$ cat src/common/apcs_pkg.sv
// Purpose: Constants shared by the audio port clock select block
// Assumes: Register index times four gives the AHB byte address
// Notes:   Effective source codes follow the ADC source field coding
package apcs_pkg;
    ////////////////////////////////////////////////////////////////////
    // Register indices (byte address is four times the index) and register width
    localparam logic [7:0] IDX_CLOCK_SOURCE_SELECT = 8'h08;
    localparam logic [7:0] IDX_PRIMARY_RX_CONFIG   = 8'h09;
    localparam logic [7:0] IDX_PRIMARY_TX_CONFIG   = 8'h0a;
    localparam logic [7:0] IDX_SECONDARY_CONFIG    = 8'h0b;
    localparam logic [7:0] IDX_POWER_DOWN_TWO      = 8'h33;
    localparam logic [7:0] IDX_EFFECTIVE_STATUS    = 8'h3e;
    localparam int         REG_W                   = 9;
    ////////////////////////////////////////////////////////////////////
    // Field positions
    localparam int MASTER_BIT   = 5;
    localparam int SRC_LO       = 6;
    localparam int ADC_SRC_LO   = 2;
    localparam int OVERRIDE_BIT = 6;
    localparam int XTAL_PD_BIT  = 0;
    localparam int PLLA_PD_BIT  = 1;
    localparam int PLLB_PD_BIT  = 2;
    ////////////////////////////////////////////////////////////////////
    // Reset values
    localparam logic [8:0] RST_CLOCK_SOURCE_SELECT = 9'h010;
    localparam logic [8:0] RST_PRIMARY_RX_CONFIG   = 9'h000;
    localparam logic [8:0] RST_PRIMARY_TX_CONFIG   = 9'h000;
    localparam logic [8:0] RST_SECONDARY_CONFIG    = 9'h0c0;
    localparam logic [8:0] RST_POWER_DOWN_TWO      = 9'h006;
    ////////////////////////////////////////////////////////////////////
    // Clock source codes, bus transfer code and pin count
    localparam logic [1:0] SRC_ADC_PIN  = 2'h0;
    localparam logic [1:0] SRC_PLL_A    = 2'h1;
    localparam logic [1:0] SRC_PLL_B    = 2'h2;
    localparam logic [1:0] SRC_MAIN_PIN = 2'h3;
    localparam logic [1:0] HTRANS_NONSEQ = 2'h2;
    localparam int         PIN_W         = 10;
endpackage

$ cat src/rtl/apcs_sync.sv
// Purpose: Two-stage synchroniser for pin levels
// Assumes: Inputs are asynchronous to clk
// Notes:   First stage feeds only the second
`timescale 1ns/1ps
module apcs_sync #(
    parameter int W = 1
) (
    input  wire logic         clk,
    input  wire logic         srst,
    input  wire logic         ce,
    input  wire logic [W-1:0] din,
    output logic      [W-1:0] dout
);
    logic [W-1:0] stage1;

    always_ff @(posedge clk) begin
        if (srst) begin
            stage1 <= '0;
            dout   <= '0;
        end else if (ce) begin
            stage1 <= din;
            dout   <= stage1;
        end
    end
endmodule

$ cat src/rtl/apcs_clk_mux.sv
// Purpose: Registered four-way selection of sampled clock levels
// Assumes: Levels already synchronised to clk
// Notes:   Index follows the shared source coding
`timescale 1ns/1ps
module apcs_clk_mux (
    input  wire logic       clk,
    input  wire logic       srst,
    input  wire logic       ce,
    input  wire logic [3:0] levels,
    input  wire logic [1:0] sel,
    output logic            dout
);
    wire picked = levels[sel];

    always_ff @(posedge clk) begin
        if (srst) begin
            dout <= 1'b0;
        end else if (ce) begin
            dout <= picked;
        end
    end
endmodule

$ cat src/rtl/apcs_clock_select.sv
// Purpose: Clock source and master/slave selection for three audio ports
// Assumes: Single AHB-Lite slave, ce held high during bus transfers
// Notes:   Clock pins are sampled levels; dividers live elsewhere
// Notes on behaviour
// - Primary receive port master or slave from its config bit 5.
// - Slave primary receive port uses its own bit and frame clock pins.
// - Primary receive master source field 7:6: 00/11 main, 01 PLL A, 10 PLL B.
// - Digital audio receiver enabled forces primary receive master source to main.
// - Primary transmit port master or slave from its config bit 5.
// - Slave primary transmit bit clock: own pin, or receive pin if ADC on main.
// - Slave primary transmit frame clock comes from primary receive frame pin.
// - Transmit carrying receiver data uses PLL A; master mode advised.
// - Transmit carrying secondary receive data uses the ADC core clock source.
// - Secondary directions share one bit clock and one frame clock.
// - Secondary port master or slave from its config bit 5.
// - Slave secondary port uses its dedicated bit and frame clock pins.
// - Secondary master field 7:6, reset 11: ADC pin, PLL A, PLL B, main.
// - Secondary transmitter carrying receiver data selects PLL A automatically.
// - Receiver powered, other data: secondary limited to main or ADC pin.
// - Override bit 6 drops all automatic restrictions; fields used as written.
// - Oscillator clock is PLL reference only, not a selectable generator source.
// - Crystal output power-down bit 0: 0 powered up, 1 powered down.
// - ADC source field 3:2: ADC pin, PLL A, PLL B, main.
`timescale 1ns/1ps
module apcs_clock_select (
    input  wire logic        clk,
    input  wire logic        srst,
    input  wire logic        ce,
    input  wire logic        hsel,
    input  wire logic [31:0] haddr,
    input  wire logic [1:0]  htrans,
    input  wire logic        hwrite,
    input  wire logic [2:0]  hsize,
    input  wire logic [31:0] hwdata,
    input  wire logic        hready,
    output logic      [31:0] hrdata,
    output logic             hreadyout,
    output logic             hresp,
    input  wire logic        dar_enabled,
    input  wire logic        ptx_carries_dar,
    input  wire logic        ptx_carries_srx,
    input  wire logic        sec_tx_carries_dar,
    input  wire logic        main_clock_pin,
    input  wire logic        adc_clock_pin,
    input  wire logic        pll_a_output,
    input  wire logic        pll_b_output,
    input  wire logic        oscillator_clock,
    input  wire logic        prx_bit_clock_pin,
    input  wire logic        prx_frame_clock_pin,
    input  wire logic        ptx_bit_clock_pin,
    input  wire logic        sec_bit_clock_pin,
    input  wire logic        sec_frame_clock_pin,
    output logic             prx_master,
    output logic             ptx_master,
    output logic             sec_master,
    output logic      [1:0]  prx_src_code,
    output logic      [1:0]  ptx_src_code,
    output logic      [1:0]  sec_src_code,
    output logic      [1:0]  adc_src_code,
    output logic             prx_gen_clk,
    output logic             ptx_gen_clk,
    output logic             sec_gen_clk,
    output logic             prx_slave_bclk,
    output logic             prx_slave_lrclk,
    output logic             ptx_slave_bclk,
    output logic             ptx_slave_lrclk,
    output logic             sec_slave_bclk,
    output logic             sec_slave_lrclk,
    output logic             pll_ref_clk,
    output logic             xtal_out_enable,
    output logic             pll_a_powerdown,
    output logic             pll_b_powerdown
);
    ////////////////////////////////////////////////////////////////////
    // Registers
    logic [8:0] clock_source_select;
    logic [8:0] primary_rx_port_config;
    logic [8:0] primary_tx_port_config;
    logic [8:0] secondary_port_config;
    logic [8:0] power_down_two;

    ////////////////////////////////////////////////////////////////////
    // Pin synchronisers
    logic [9:0] s_pins;

    apcs_sync #(
        .W(apcs_pkg::PIN_W)
    ) u_sync (
        .clk  (clk),
        .srst (srst),
        .ce   (ce),
        .din  ({sec_frame_clock_pin, sec_bit_clock_pin, ptx_bit_clock_pin,
                prx_frame_clock_pin, prx_bit_clock_pin, oscillator_clock,
                main_clock_pin, pll_b_output, pll_a_output, adc_clock_pin}),
        .dout (s_pins)
    );

    wire [3:0] s_sources   = s_pins[3:0];
    wire       s_osc       = s_pins[4];
    wire       s_prx_bit   = s_pins[5];
    wire       s_prx_frame = s_pins[6];
    wire       s_ptx_bit   = s_pins[7];
    wire       s_sec_bit   = s_pins[8];
    wire       s_sec_frame = s_pins[9];

    ////////////////////////////////////////////////////////////////////
    // Source resolution; fields are only read here, never rewritten
    wire       ovr       = clock_source_select[apcs_pkg::OVERRIDE_BIT];
    wire [1:0] adc_field = clock_source_select[apcs_pkg::ADC_SRC_LO +: 2];
    wire [1:0] prx_field = primary_rx_port_config[apcs_pkg::SRC_LO +: 2];
    wire [1:0] sec_field = secondary_port_config[apcs_pkg::SRC_LO +: 2];
    wire       adc_pll   = (adc_field == apcs_pkg::SRC_PLL_A)
                         || (adc_field == apcs_pkg::SRC_PLL_B);

    // PLLs unusable for the ADC while the receiver runs
    wire [1:0] next_adc_src = (!ovr && dar_enabled && adc_pll)
                            ? apcs_pkg::SRC_ADC_PIN : adc_field;

    // Field codes 00 and 11 both mean the main pin here
    wire [1:0] prx_mapped = (prx_field == 2'h0) ? apcs_pkg::SRC_MAIN_PIN : prx_field;
    wire [1:0] next_prx_src = (!ovr && dar_enabled)
                            ? apcs_pkg::SRC_MAIN_PIN : prx_mapped;

    // No field of its own: override falls back to the ADC field
    wire [1:0] ptx_auto = ptx_carries_dar ? apcs_pkg::SRC_PLL_A
                                          : next_adc_src;
    wire [1:0] next_ptx_src = ovr ? adc_field : ptx_auto;

    wire [1:0] sec_limited = (sec_field == apcs_pkg::SRC_ADC_PIN)
                           ? apcs_pkg::SRC_ADC_PIN : apcs_pkg::SRC_MAIN_PIN;
    wire [1:0] sec_auto = sec_tx_carries_dar ? apcs_pkg::SRC_PLL_A
                        : dar_enabled        ? sec_limited
                                             : sec_field;
    wire [1:0] next_sec_src = ovr ? sec_field : sec_auto;

    // Transmit bit clock borrows the receive pin when the ADC runs on main
    wire next_ptx_bclk = (next_adc_src == apcs_pkg::SRC_MAIN_PIN)
                       ? s_prx_bit : s_ptx_bit;

    ////////////////////////////////////////////////////////////////////
    // Master clock generator inputs
    apcs_clk_mux u_prx_mux (
        .clk    (clk),
        .srst   (srst),
        .ce     (ce),
        .levels (s_sources),
        .sel    (next_prx_src),
        .dout   (prx_gen_clk)
    );

    apcs_clk_mux u_ptx_mux (
        .clk    (clk),
        .srst   (srst),
        .ce     (ce),
        .levels (s_sources),
        .sel    (next_ptx_src),
        .dout   (ptx_gen_clk)
    );

    // One generator feeds both secondary directions
    apcs_clk_mux u_sec_mux (
        .clk    (clk),
        .srst   (srst),
        .ce     (ce),
        .levels (s_sources),
        .sel    (next_sec_src),
        .dout   (sec_gen_clk)
    );

    ////////////////////////////////////////////////////////////////////
    // Mode, source and slave clock outputs
    always_ff @(posedge clk) begin
        if (srst) begin
            prx_master   <= 1'b0;
            ptx_master   <= 1'b0;
            sec_master   <= 1'b0;
            prx_src_code <= apcs_pkg::SRC_MAIN_PIN;
            ptx_src_code <= apcs_pkg::SRC_ADC_PIN;
            sec_src_code <= apcs_pkg::SRC_MAIN_PIN;
            adc_src_code <= apcs_pkg::SRC_ADC_PIN;
        end else if (ce) begin
            prx_master   <= primary_rx_port_config[apcs_pkg::MASTER_BIT];
            ptx_master   <= primary_tx_port_config[apcs_pkg::MASTER_BIT];
            sec_master   <= secondary_port_config[apcs_pkg::MASTER_BIT];
            prx_src_code <= next_prx_src;
            ptx_src_code <= next_ptx_src;
            sec_src_code <= next_sec_src;
            adc_src_code <= next_adc_src;
        end
    end

    always_ff @(posedge clk) begin
        if (srst) begin
            prx_slave_bclk  <= 1'b0;
            prx_slave_lrclk <= 1'b0;
            ptx_slave_bclk  <= 1'b0;
            ptx_slave_lrclk <= 1'b0;
            sec_slave_bclk  <= 1'b0;
            sec_slave_lrclk <= 1'b0;
            pll_ref_clk     <= 1'b0;
        end else if (ce) begin
            prx_slave_bclk  <= s_prx_bit;
            prx_slave_lrclk <= s_prx_frame;
            ptx_slave_bclk  <= next_ptx_bclk;
            ptx_slave_lrclk <= s_prx_frame;
            sec_slave_bclk  <= s_sec_bit;
            sec_slave_lrclk <= s_sec_frame;
            pll_ref_clk     <= s_osc;
        end
    end

    always_ff @(posedge clk) begin
        if (srst) begin
            xtal_out_enable <= 1'b1;
            pll_a_powerdown <= 1'b1;
            pll_b_powerdown <= 1'b1;
        end else if (ce) begin
            xtal_out_enable <= !power_down_two[apcs_pkg::XTAL_PD_BIT];
            pll_a_powerdown <= power_down_two[apcs_pkg::PLLA_PD_BIT];
            pll_b_powerdown <= power_down_two[apcs_pkg::PLLB_PD_BIT];
        end
    end

    ////////////////////////////////////////////////////////////////////
    // AHB-Lite slave: zero wait, always OKAY
    logic       dph_write;
    logic [7:0] dph_idx;

    wire       take     = ce && hsel && hready && htrans[1];
    wire [7:0] addr_idx = haddr[9:2];
    wire [8:0] status   = {1'b0, dar_enabled, prx_src_code, ptx_src_code,
                           sec_src_code, adc_src_code[0]};
    wire [8:0] rd_mux   =
        (addr_idx == apcs_pkg::IDX_CLOCK_SOURCE_SELECT) ? clock_source_select    :
        (addr_idx == apcs_pkg::IDX_PRIMARY_RX_CONFIG)   ? primary_rx_port_config :
        (addr_idx == apcs_pkg::IDX_PRIMARY_TX_CONFIG)   ? primary_tx_port_config :
        (addr_idx == apcs_pkg::IDX_SECONDARY_CONFIG)    ? secondary_port_config  :
        (addr_idx == apcs_pkg::IDX_POWER_DOWN_TWO)      ? power_down_two         :
        (addr_idx == apcs_pkg::IDX_EFFECTIVE_STATUS)    ? status : 9'h000;
    wire       wr_en    = ce && dph_write;
    wire [8:0] wd       = hwdata[8:0];

    always_ff @(posedge clk) begin
        if (srst) begin
            dph_write <= 1'b0;
            dph_idx   <= 8'h00;
            hrdata    <= 32'h0000_0000;
            hreadyout <= 1'b1;
            hresp     <= 1'b0;
        end else begin
            hreadyout <= ce;
            if (ce) begin
                dph_write <= take && hwrite;
                dph_idx   <= addr_idx;
                hrdata    <= (take && !hwrite) ? {23'h000000, rd_mux} : 32'h0000_0000;
            end
        end
    end

    always_ff @(posedge clk) begin
        if (srst) begin
            clock_source_select    <= apcs_pkg::RST_CLOCK_SOURCE_SELECT;
            primary_rx_port_config <= apcs_pkg::RST_PRIMARY_RX_CONFIG;
            primary_tx_port_config <= apcs_pkg::RST_PRIMARY_TX_CONFIG;
            secondary_port_config  <= apcs_pkg::RST_SECONDARY_CONFIG;
            power_down_two         <= apcs_pkg::RST_POWER_DOWN_TWO;
        end else if (wr_en) begin
            if (dph_idx == apcs_pkg::IDX_CLOCK_SOURCE_SELECT) clock_source_select <= wd;
            if (dph_idx == apcs_pkg::IDX_PRIMARY_RX_CONFIG) primary_rx_port_config <= wd;
            if (dph_idx == apcs_pkg::IDX_PRIMARY_TX_CONFIG) primary_tx_port_config <= wd;
            if (dph_idx == apcs_pkg::IDX_SECONDARY_CONFIG) secondary_port_config <= wd;
            // Crystal fitted means software leaves bit 0 clear
            if (dph_idx == apcs_pkg::IDX_POWER_DOWN_TWO) power_down_two <= wd;
        end
    end
endmodule

$ cat config.mk
export PLATFORM = sky130hd
export DESIGN_NAME = apcs_clock_select
export DESIGN_NICKNAME = d
export VERILOG_FILES = /design/src/common/apcs_pkg.sv /design/src/rtl/apcs_sync.sv /design/src/rtl/apcs_clk_mux.sv /design/src/rtl/apcs_clock_select.sv
export SDC_FILE = /design/constraint.sdc
export NUM_CORES = 1
export LEC_CHECK = 0
export BUFFER_PORTS_ARGS = -buffer_cell sky130_fd_sc_hd__buf_4
export CAP_MARGIN = 25
export CORE_ASPECT_RATIO = 1.25
export CORE_MARGIN = 4
export CORE_UTILIZATION = 30
export CTS_CLUSTER_DIAMETER = 50
export CTS_CLUSTER_SIZE = 24
export DETAILED_ROUTE_END_ITERATION = 10
export GPL_ROUTABILITY_DRIVEN = 0
export GPL_TIMING_DRIVEN = 0
export SYNTH_ARGS = -nofsm -noshare
export SYNTH_HDL_FRONTEND = slang
export SYNTH_SLANG_ARGS = --single-unit
$ cat constraint.sdc
create_clock -name clk -period 3.6 [get_ports clk]
set_input_delay 0.36 -clock clk [delete_from_list [all_inputs] [get_ports clk]]
set_output_delay 0.36 -clock clk [all_outputs]
set_load 0.02 [all_outputs]
# Word-level counts from Yosys, hierarchy flattened

Index checks and enable logic that the tools add are counted.

Register bits: 130
Input port bits: 89
Output and inout bits: 58

$lt $le $gt $ge: 3
Equal/unequal tests: 14
Multiplexer cells: 23
Reductions and logical operators: 19

Operator list:

| cell                                                                 | number |
|---|---|
| 8-bit by 4-bit == test with 1-bit output, second input constant      | 8 |
| 9-bit two-way mux                                                    | 6 |
| 8-bit by 6-bit == test with 1-bit output, second input constant      | 3 |
| 2-bit two-way mux                                                    | 9 |
| 2-bit AND reduction                                                  | 5 |
| 2-bit by 3-bit < comparator with 1-bit output, second input constant | 3 |
| 1-bit logical AND                                                    | 8 |
| 8-bit two-way mux                                                    | 1 |
| 1-bit binary-select mux with 2-bit select                            | 3 |
| 2-bit == test, second input constant                                 | 2 |
| 2-bit logical NOT                                                    | 2 |
| 1-bit two-way mux                                                    | 4 |
| 1-bit logical NOT                                                    | 3 |
| 2-bit by 1-bit == test with 1-bit output, second input constant      | 1 |
| 1-bit logical OR                                                     | 1 |

# Depth between registers and ports, before layout

Gate-level depths: netlist of the first run.

Word-level depth: 8
Mapped depth: 8
Depth with buffers taken out: 6

# Hierarchy

From an unflattened synthesis of the first run, not the netlist that was laid out.

Cells, all modules: 503
Area total of the unflattened synthesis: 4,762.1 um2

Modules (own cells, without submodules):

| module            | instances | cells an instance | area each (um2) | sequential area each (um2) |
|---|---|---|---|---|
| apcs_clock_select | 1         | 418               | 3,834.9         | 1,681.6 |
| apcs_sync         | 1         | 64                | 705.7           | 400.4 |
| apcs_clk_mux      | 3         | 7                 | 73.8            | 20.0 |

# Worst setup path after synthesis of the first run

Ideal clock, no wire load.

Path type: input -> register
Start point: in ce
End point: reg hrdata[8]
Arrival time: 1.871 ns
Required time: 3.540 ns
Path slack: 1.669 ns
Stages on the path: 8
Path buffers: 3
Cells stage by stage: buf_4 inv_2 or4_4 buf_6 or3_1 buf_2 nor2_1 a221o_1

Word-level cells in the longest chain between the ends: 5

RTL lines:

| item                           | line                     | source |
|---|---|---|
| from (decl)                    | apcs_clock_select.sv:28  | `input wire logic ce,` |
| 1-bit logical AND (3 in a row) | apcs_clock_select.sv:229 | `wire take = ce && hsel && hready && htrans[1];` |
| 1-bit logical AND              | apcs_clock_select.sv:255 | `hrdata <= (take && !hwrite) ? {23'h000000, rd_mux} : 32'h0000_0000;` |
| 9-bit two-way mux              | apcs_clock_select.sv:255 |  |
| to (signal assigned)           | apcs_clock_select.sv:255 |  |
| to (decl)                      | apcs_clock_select.sv:36  | `output logic [31:0] hrdata,` |

Parallel ways exist; a longest one is shown, timed or not.
A chain may end at the register's enable or synchronous reset.

# Final worst setup path of the first run

Start point: reg dph_idx[7]
End point: reg power_down_two[2]

Word-level cells in the longest chain between the ends: 2

RTL lines:

| item                                     | line                     | source |
|---|---|---|
| from (decl)                              | apcs_clock_select.sv:227 | `logic [7:0] dph_idx;` |
| from (signal assigned)                   | apcs_clock_select.sv:254 | `dph_idx <= addr_idx;` |
| 8-bit by 6-bit == test with 1-bit output | apcs_clock_select.sv:273 | `if (dph_idx == apcs_pkg::IDX_POWER_DOWN_TWO) power_down_two <= wd;` |
| 2-bit AND reduction (no line)            | n/a                      |  |
| to (signal assigned)                     | apcs_clock_select.sv:266 | `power_down_two <= apcs_pkg::RST_POWER_DOWN_TWO;` |
| to (signal assigned)                     | apcs_clock_select.sv:273 |  |
| to (decl)                                | apcs_clock_select.sv:80  | `logic [8:0] power_down_two;` |

No other way between the ends.

==> impl_metrics.tcl, run 1 <==
set metrics [dict create \
    cts_resized 0 \
    grt_pass1_vias 3972 \
    avgViaCountPerCell 4.846 \
    fp.dieW_um 120.1 \
    comb_power_share 0.093 \
    wirelength_mm 13.77 \
    maxSlewViolCount 0 \
    tightest_slew_ns 0.8930 \
    htree_levels 3 \
    p_leak_nw 2.641 \
    clk_path_buf_depth 2 \
    grt_util_all_layers 0.1544 \
    n_antenna_cell 0 \
    slowest_stage "nor4_1" \
    path_cells "or3_1 > nor4_1 > buf_2 > nor2b_1 > a211o_1" \
    worstSetupStartpointType "register" \
    ant_nets 0 \
    grt_util_met2 0.2624 \
    clkSlewWorstSetupHoldPaths_ns 0.08 \
    clkPwrFrac 0.419 \
    dieArea_um2 17790 \
    drc_errors 0 \
    num_rows 50 \
    synthesis.area_um2 4713 \
    status "finished clean" \
    rrSetupSlack_ns 1.48 \
    cp-end-kind "register" \
    cp_slowest_stage_delay_ns 0.51 \
    hold_viol_final 0 \
    p_switching_uw 625.6 \
    synthCells 504 \
    grt_antenna_before_repair 0 \
    yosys-top-cells-area "dfxtp_1, mux2i_1, nor2_1" \
    skew_ns 0.009416 \
    synth-main-ff-cell "dfxtp_1" \
    crit_arrival_ns 2.36 \
    slew_headroom 0.4025 \
    drive_gt1_frac 0.1980 \
    timing.fmax_ghz 0.4717 \
    grt_max_degree 20 \
    postCtsSetupRepairBufs 0 \
    ir_worst_vdd_uv 233.7 \
    num_io_pins 147 \
    critPathKind "register to register" \
    rsz0062_at_grt "no" \
    synth-edff-count 0 \
    cts_tree "yes" \
    crit_fanout 10 \
    hp-class "input port to register" \
    area_growth_pct 24.87 \
    wl_per_cell_um 16.82 \
    avgSynthCellArea_um2 9.352 \
    ys_seq_area_frac 0.4545 \
    core_area_um2 15200 \
    pwr-share-seq 0.488 \
    crit_required_ns 3.84 \
    yosys.area.top_type "dfxtp_1" \
    final_cells 819 \
    grt_overflow 0 \
    cts-root-buf "clkbuf_16" \
    grt.busiest_layer "met2" \
    portBuffers 68 \
    layout.nets 696 \
    synth_seq_cells 107 \
    whs_ns 0.2402 \
    drv_cap 0 \
    clk_latency_ns 0.35 \
    synthArstFlopShare 0 \
    via_count 3969 \
    setup_viol 0 \
    yosysTopAreaCellShare 0.4545 \
    tns_ns 0 \
    grtUsageMet1 0.1944 \
    first_iter_violations 311 \
    place_ws_ns 1.377 \
    cts_hold_buffers 0 \
    grt_pass1_wl_mm 21.48 \
    clock_sinks 107 \
    intPower_mw 1.872 \
    p_per_area_nw_per_um2 424.3 \
    min_period_ns 2.120 \
    first_pass_iters 5 \
    start_util 0.3100 \
    dp_cells 803 \
    fp.dieH_um 148.1 \
    setup_ws_ns 1.480 \
    post-dp-hpwl_mm 10.26 \
    power.share.switching 0.2505 \
    use_met3 0.03157 \
    yosysUniqueCellTypes 48 \
    synth_warnings 0 \
    cts_buffers 9 \
    min_period_over_period 0.5889 \
]
## layer usage
metal | wire (um) | part of all wire
met1 | 5914 | 0.43
met2 | 6598 | 0.48
met3 | 977 | 0.071
met4 | 284 | 0.021
met5 | 0 | 0
## through the flow
| stage | power (mW) | instance area [um2] | utilization |
|---|---|---|---|
| after floorplan | 1.388 | 4800 | - |
| after global placement | 1.474 | 5570 | 0.3664 |
| after detailed placement | 1.478 | 5570 | 0.3664 |
| after CTS | 2.516 | 5886 | 0.3872 |
| after global routing | 2.588 | 5886 | 0.3872 |
| final | 2.497 | 5886 | 0.3872 |
## synthesized netlist by cell type, drive strengths merged, types with 3 or more instances
cell type / count
or3: 3
a22oi: 6
a211o: 7
dfxtp: 107
nor2b: 12
o21bai: 3
nor4: 3
nor2: 103
a211oi: 5
nand3: 6
buf: 31
mux2i: 84
nand3b: 3
a21oi: 21
clkbuf: 26
a221o: 6
nand2: 14
and2: 3
o22ai: 12
o21ai: 3
nand2b: 8
inv: 7
a32o: 4
## state kept, by name (all words and copies together), names as in the netlist, 2 cells and up
register                count
adc_src_code                2
primary_rx_port_config      9
u_sync.stage1              10
ptx_src_code                2
secondary_port_config       9
prx_src_code                2
primary_tx_port_config      9
sec_src_code                2
u_sync.dout                10
power_down_two              9
dph_idx                     8
clock_source_select         9
hrdata                      9
## logic make-up (layout without fill, tap and decap cells)
group,Yosys count,after routing,share of synthesized area
other,1,24,0.0007956
multiplexers,87,87,0.1903
AO/OA/AOI/OAI,77,77,0.1149
adder cells (fa/ha/maj),1,1,0.002654
buffers and inverters,64,148,0.07406
AND/OR/NAND/NOR,167,167,0.1627
flip-flops,107,107,0.4545
## layout by cell type, fill, tap and decap left out, types with 2 or more instances in the layout
master,Yosys,routed
nor2_1,103,103
conb_1,1,24
nor2b_1,12,12
buf_2,3,3
and2_1,3,3
and3_1,2,2
a211oi_1,5,5
mux4_2,2,2
o31ai_1,2,2
a32o_1,4,4
inv_1,6,6
clkbuf_1,26,26
dfxtp_1,107,107
a31oi_1,2,2
a211o_1,7,7
nand2b_1,8,8
nor3_1,2,2
o22ai_1,12,12
or3_1,3,3
nand3_1,6,6
and3b_1,2,2
clkbuf_16,0,9
a21oi_1,21,21
a22oi_1,6,6
o21ai_0,3,3
nand3b_1,3,3
o21bai_1,3,3
inv_6,0,3
buf_4,26,94
mux2i_1,84,84
nand2_1,14,14
a221o_1,6,6
nor4_1,3,3
## final timing paths
kind                  startpoint  cells past startpoint                end
setup reg to reg      dph_idx[7]                      5  power_down_two[2]
hold reg to reg        hrdata[7]                      2          hrdata[7]
setup / recovery      dph_idx[7]                      5  power_down_two[2]
hold / removal    main_clock_pin                      3   u_sync.stage1[3]
## worst max-delay path, delay by kind of cell (launching register included)
kind | cells | cell delay, ns
AO/OA/AOI/OAI | 1 | 0.26
AND/OR/NAND/NOR | 3 | 1.02
flip-flops | 1 | 0.31
buffers and inverters | 1 | 0.42
## power groups by stage
stage | Clock, mW | Combinational [mW] | Sequential, mW
2_1_floorplan | 0 | 0.139 | 1.25
3_3_place_gp | 0 | 0.228 | 1.25
5_1_grt | 1.11 | 0.252 | 1.22
3_5_place_dp | 0 | 0.231 | 1.25
6_report | 1.05 | 0.233 | 1.22
4_1_cts | 1.07 | 0.232 | 1.22
## area by class of cell
type	instances	area (um2)
Buffer	57	322.8
Clock buffer	10	239.0
Clock inverter	6	76.32
Fill cell	1588	9316
Inverter	7	26.28
Multi-Input combinational cell	356	2308
Sequential cell	107	2142
Tap cell	208	260.3
Timing Repair Buffer	68	510.5
Note: power is estimated with default switching activity, not from simulation.
==> run 2, diff against run 1 <==
- clock period: 3.6 -> 2 ns (I/O delays scaled with it)
==> run 2 against run 1 <==
Effect of this change:
- routed wire length grew 0.46%
- register-to-register slack lost 1.5 ns
- global-route usage is essentially flat
- via count up 0.20%
==> impl_metrics.tcl, run 2 (synthesis gave the netlist of run 1 again) <==
set metrics [dict create \
    status "finished clean" \
    cts_hold_buffers 0 \
    postCtsSetupRepairBufs 0 \
    tns_ns 0 \
    grt_max_degree 20 \
    grt_pass1_vias 3960 \
    clock_sinks 107 \
    cts_buffers 9 \
    ant_nets 0 \
    drive_gt1_frac 0.2082 \
    cp-end-kind "register" \
    power_mw 4.501 \
    area_growth_pct 25.48 \
    cp_slowest_stage_delay_ns 0.62 \
    cts-root-buf "clkbuf_16" \
    mostFrequentLayoutCells "dfxtp_1, nor2_1, buf_4, mux2i_1" \
    p_leak_nw 2.645 \
    p_per_area_nw_per_um2 761.0 \
    ir_worst_vdd_uv 419.7 \
    slew_headroom 0.4125 \
    grt_overflow 0 \
    wirelength_mm 13.84 \
    cts_resized 3 \
    post-dp-hpwl_mm 10.26 \
    crit_fanout 11 \
    worstSetupStartpointType "register" \
    start_util 0.3100 \
    crit_required_ns 2.23 \
    tightest_slew_ns 0.8780 \
    setup_viol 0 \
    crit_arrival_ns 2.22 \
    critPathKind "register to register" \
    clkSlewWorstSetupHoldPaths_ns 0.08 \
    final_common_cell "dfxtp_1" \
    wl_per_cell_um 16.92 \
    min_period_over_period 0.9916 \
    fp.dieH_um 148.1 \
    path_cells "or3b_2 > or3_1 > a211o_1" \
    skew_ns 0.008792 \
    first_iter_violations 273 \
    cts_tree "yes" \
    num_io_pins 147 \
    grt_util_all_layers 0.1541 \
    layout.nets 695 \
    n_antenna_cell 0 \
    reg_top3 "u_sync.dout: 10 flops, u_sync.stage1: 10 flops" \
    slowest_stage "or3_1" \
    clk_path_buf_depth 2 \
    rsz0062_at_grt "yes" \
    drc_errors 0 \
    min_period_ns 1.983 \
    core_area_um2 15200 \
    avgViaCountPerCell 4.862 \
    htree_levels 3 \
    drv_cap 0 \
    hp-class "input port to register" \
    maxSlewViolCount 0 \
    grt_pass1_wl_mm 21.44 \
    via_count 3977 \
    clk_latency_ns 0.35 \
    portBuffers 68 \
    num_rows 50 \
    first_pass_iters 5 \
    grt_antenna_before_repair 0 \
    hold_viol_final 0 \
    fp.dieW_um 120.1 \
    dieArea_um2 17790 \
    timing.fmax_ghz 0.5042 \
]
==> run 2: power by group <==
part	internal [mW]	switching (mW)	leakage (nW)	total [mW]
combinational	0.170	0.252	1.62	0.422
sequential	2.17	0.0285	0.869	2.20
clock	1.03	0.851	0.156	1.88
total	3.37	1.13	2.65	4.50
==> run 2: final timing paths <==
kind | start | endpoint | slack (ns) | cells past startpoint
setup / recovery | dph_idx[3] | secondary_port_config[6] | 0.02 | 3
hold / removal | main_clock_pin | u_sync.stage1[3] | 0.08 | 3
setup reg to reg | dph_idx[3] | secondary_port_config[6] | 0.02 | 3
hold reg to reg | hrdata[6] | hrdata[6] | 0.48 | 2
==> run 2: stage by stage <==
stage	util	area [um2]	hold slack [ns]	setup slack, ns	cells
detailed placement	0.3664	5570	0.4423	-0.1068	803
global placement	0.3664	5570	0.4342	-0.1231	803
CTS	0.3877	5893	0.07684	-0.01726	818
finish	0.3891	5914	0.08070	0.01670	818
global route	0.3891	5914	0.09602	-0.02229	818
floorplan	-	4800	0.3179	0.1950	527
==> run 2: area by class of cell <==
class | count | area (um2)
clock inverter | 6 | 76.32
multi-input combinational | 356 | 2332
fill | 1591 | 9288
tap | 208 | 260.3
buffer | 56 | 325.3
timing repair buffer | 68 | 510.5
inverter | 7 | 26.28
clock buffer | 10 | 239.0
sequential | 107 | 2145
==> run 2: critical path: cells and delay by family (launching register included) <==
kind	cells	cell delay, ns
simple gates	2	1.14
compound gates	1	0.38
flops	1	0.36
==> run 2: metal layers <==
layer / track usage / up-vias / share of wire
li1: - / 1923 / -
met1: 0.1937 / 1871 / 0.42
met2: 0.2624 / 160 / 0.48
met3: 0.03157 / 23 / 0.082
met4: 0.05330 / 0 / 0.021
met5: 0 / - / 0
==> run 3, diff against run 2 <==
- CELL_PAD_IN_SITES_DETAIL_PLACEMENT: unset -> 1
- CELL_PAD_IN_SITES_GLOBAL_PLACEMENT: unset -> 2
- GPL_TIMING_DRIVEN: 0 -> 1
- PLACE_DENSITY_LB_ADDON: unset -> 0.1
==> run 3 against run 2 <==
Effect of this change:
- utilization fell by 0.91 points
- clock power fell by 5%
- routed wire length fell by 0.49%
- count of clock-buffer cells in the layout did not move
- worst setup slack improved by 0.11 ns
- combinational power fell by 10%
- via count fell by 5.7%
- worst hold slack got worse by 0.0051 ns
- critical path type unchanged
- largest cell class unchanged
- highest routed layer unchanged
==> impl_metrics.tcl, run 3 (synthesis gave the netlist of run 1 again) <==
set metrics [dict create \
    wl_per_cell_um 17.52 \
    clk_latency_ns 0.36 \
    critPathKind "register to register" \
    critical-path-top-delay-family "simple AND/OR/NAND/NOR gates" \
    layout.nets 663 \
    min_period_over_period 0.9353 \
    maxSlewViolCount 0 \
    cts_buffers 9 \
    tns_ns 0 \
    area_growth_pct 22.56 \
    drv_cap 0 \
    num_io_pins 147 \
    worstSetupStartpointType "register" \
    portBuffers 70 \
    ant_nets 0 \
    avgViaCountPerCell 4.771 \
    regArea_um2 2142 \
    dp_cells 770 \
    rsz0062_at_grt "no" \
    status "finished clean" \
    fp.dieW_um 120.1 \
    hp-class "input port to register" \
    clkSlewWorstSetupHoldPaths_ns 0.08 \
    cts_resized 2 \
    reg_top3 "u_sync.dout: 10 flops, u_sync.stage1: 10 flops" \
    start_util 0.3100 \
    postCtsSetupRepairBufs 0 \
    cts_tree "yes" \
    final_common_cell "dfxtp_1" \
    fp.dieH_um 148.1 \
    p_per_area_nw_per_um2 754.7 \
    crit_required_ns 2.25 \
    final_cell_area_um2 5777 \
    cp-end-kind "register" \
    htree_levels 3 \
    core_area_um2 15200 \
    n_antenna_cell 0 \
    grt_antenna_before_repair 0 \
    clock_sinks 107 \
    crit_fanout 5 \
    drc_errors 0 \
    grt_pass1_wl_mm 21.90 \
    crit_arrival_ns 2.12 \
    dieArea_um2 17790 \
    tightest_slew_ns 0.5243 \
    clk_path_buf_depth 2 \
    final_cells 786 \
    path_cells "or3b_2 > nor4_2 > nor2b_4 > buf_4 > nor2b_1 > a211o_1" \
    placed_cell_area_um2 5472 \
    slew_headroom 0.6505 \
    grt_max_degree 99 \
    mostFrequentLayoutCells "dfxtp_1, nor2_1, buf_4, mux2i_1, conb_1" \
    timing.fmax_ghz 0.5346 \
    post-dp-hpwl_mm 9.663 \
    slowest_stage "or3b_2" \
    skew_ns 0.007627 \
    ir_worst_vdd_uv 331.2 \
    grt_pass1_vias 3937 \
    cp_num_buf_inv 1 \
    cp_slowest_stage_delay_ns 0.49 \
    grt_overflow 0 \
    hold_viol_final 0 \
    grt_util_all_layers 0.1575 \
    setup_viol 0 \
    drive_gt1_frac 0.2042 \
    first_iter_violations 117 \
    whs_ns 0.07560 \
    cts_hold_buffers 0 \
    first_pass_iters 4 \
    p_leak_nw 2.563 \
    min_period_ns 1.871 \
    cts-root-buf "clkbuf_16" \
    via_count 3750 \
    wirelength_mm 13.77 \
    num_rows 50 \
    fill_cells 1757 \
    multi_input_area_um2 2328 \
]
## run 3: changes by cell type in the layout (fill, tap and decap cells not counted), moves of 2 or more
cell / delta
buf_4: -6
dfxtp_2: -2
dfxtp_1: +2
clkinvlp_4: +2
clkbuf_1: -24
buf_12: +3
## run 3: worst min-delay path, stage by stage
cell and delay [ns]:
buf_4 0.07, mux2i_1 0.05, nor2_1 0.07
## run 3: layer usage
| metal | track usage | share of wire | vias to the layer above |
|---|---|---|---|
| li1 | - | - | 1848 |
| met1 | 0.2023 | 0.46 | 1820 |
| met2 | 0.2641 | 0.48 | 69 |
| met3 | 0.02701 | 0.036 | 13 |
| met4 | 0.05960 | 0.017 | 0 |
| met5 | 0 | 0 | - |
## run 3: path summary, 6_finish.rpt
check | cells past startpoint | startpoint | slack [ns] | endpoint
worst min register to register | 2 | hrdata[6] | 0.48 | hrdata[6]
worst min-delay path | 3 | ptx_bit_clock_pin | 0.08 | u_sync.stage1[7]
worst max-delay path | 6 | dph_idx[3] | 0.13 | clock_source_select[4]
worst max register to register | 6 | dph_idx[3] | 0.13 | clock_source_select[4]
## run 3: power by group
part,leakage (nW),switching [mW],internal [mW]
clock,0.138,0.883,0.903
sequential,0.868,0.0256,2.17
combinational,1.56,0.233,0.147
## run 3: cell type report
class | instances | share of cell area
inverters | 7 | 0.004548
clock inverters | 6 | 0.009097
flip-flops and latches | 107 | 0.3708
well taps | 208 | 0.04505
multi-input cells | 356 | 0.4031
repair buffers | 92 | 0.1261
clock buffers | 10 | 0.04137
## run 3: through the flow
stage                 util  setup slack [ns]  power [mW]
global placement    0.3599          -0.02872       2.621
CTS                 0.3797           0.08823       4.439
floorplan                -            0.1950       2.498
global route        0.3800          0.001765       4.546
finish              0.3800            0.1293       4.360
detailed placement  0.3599          -0.05156       2.626
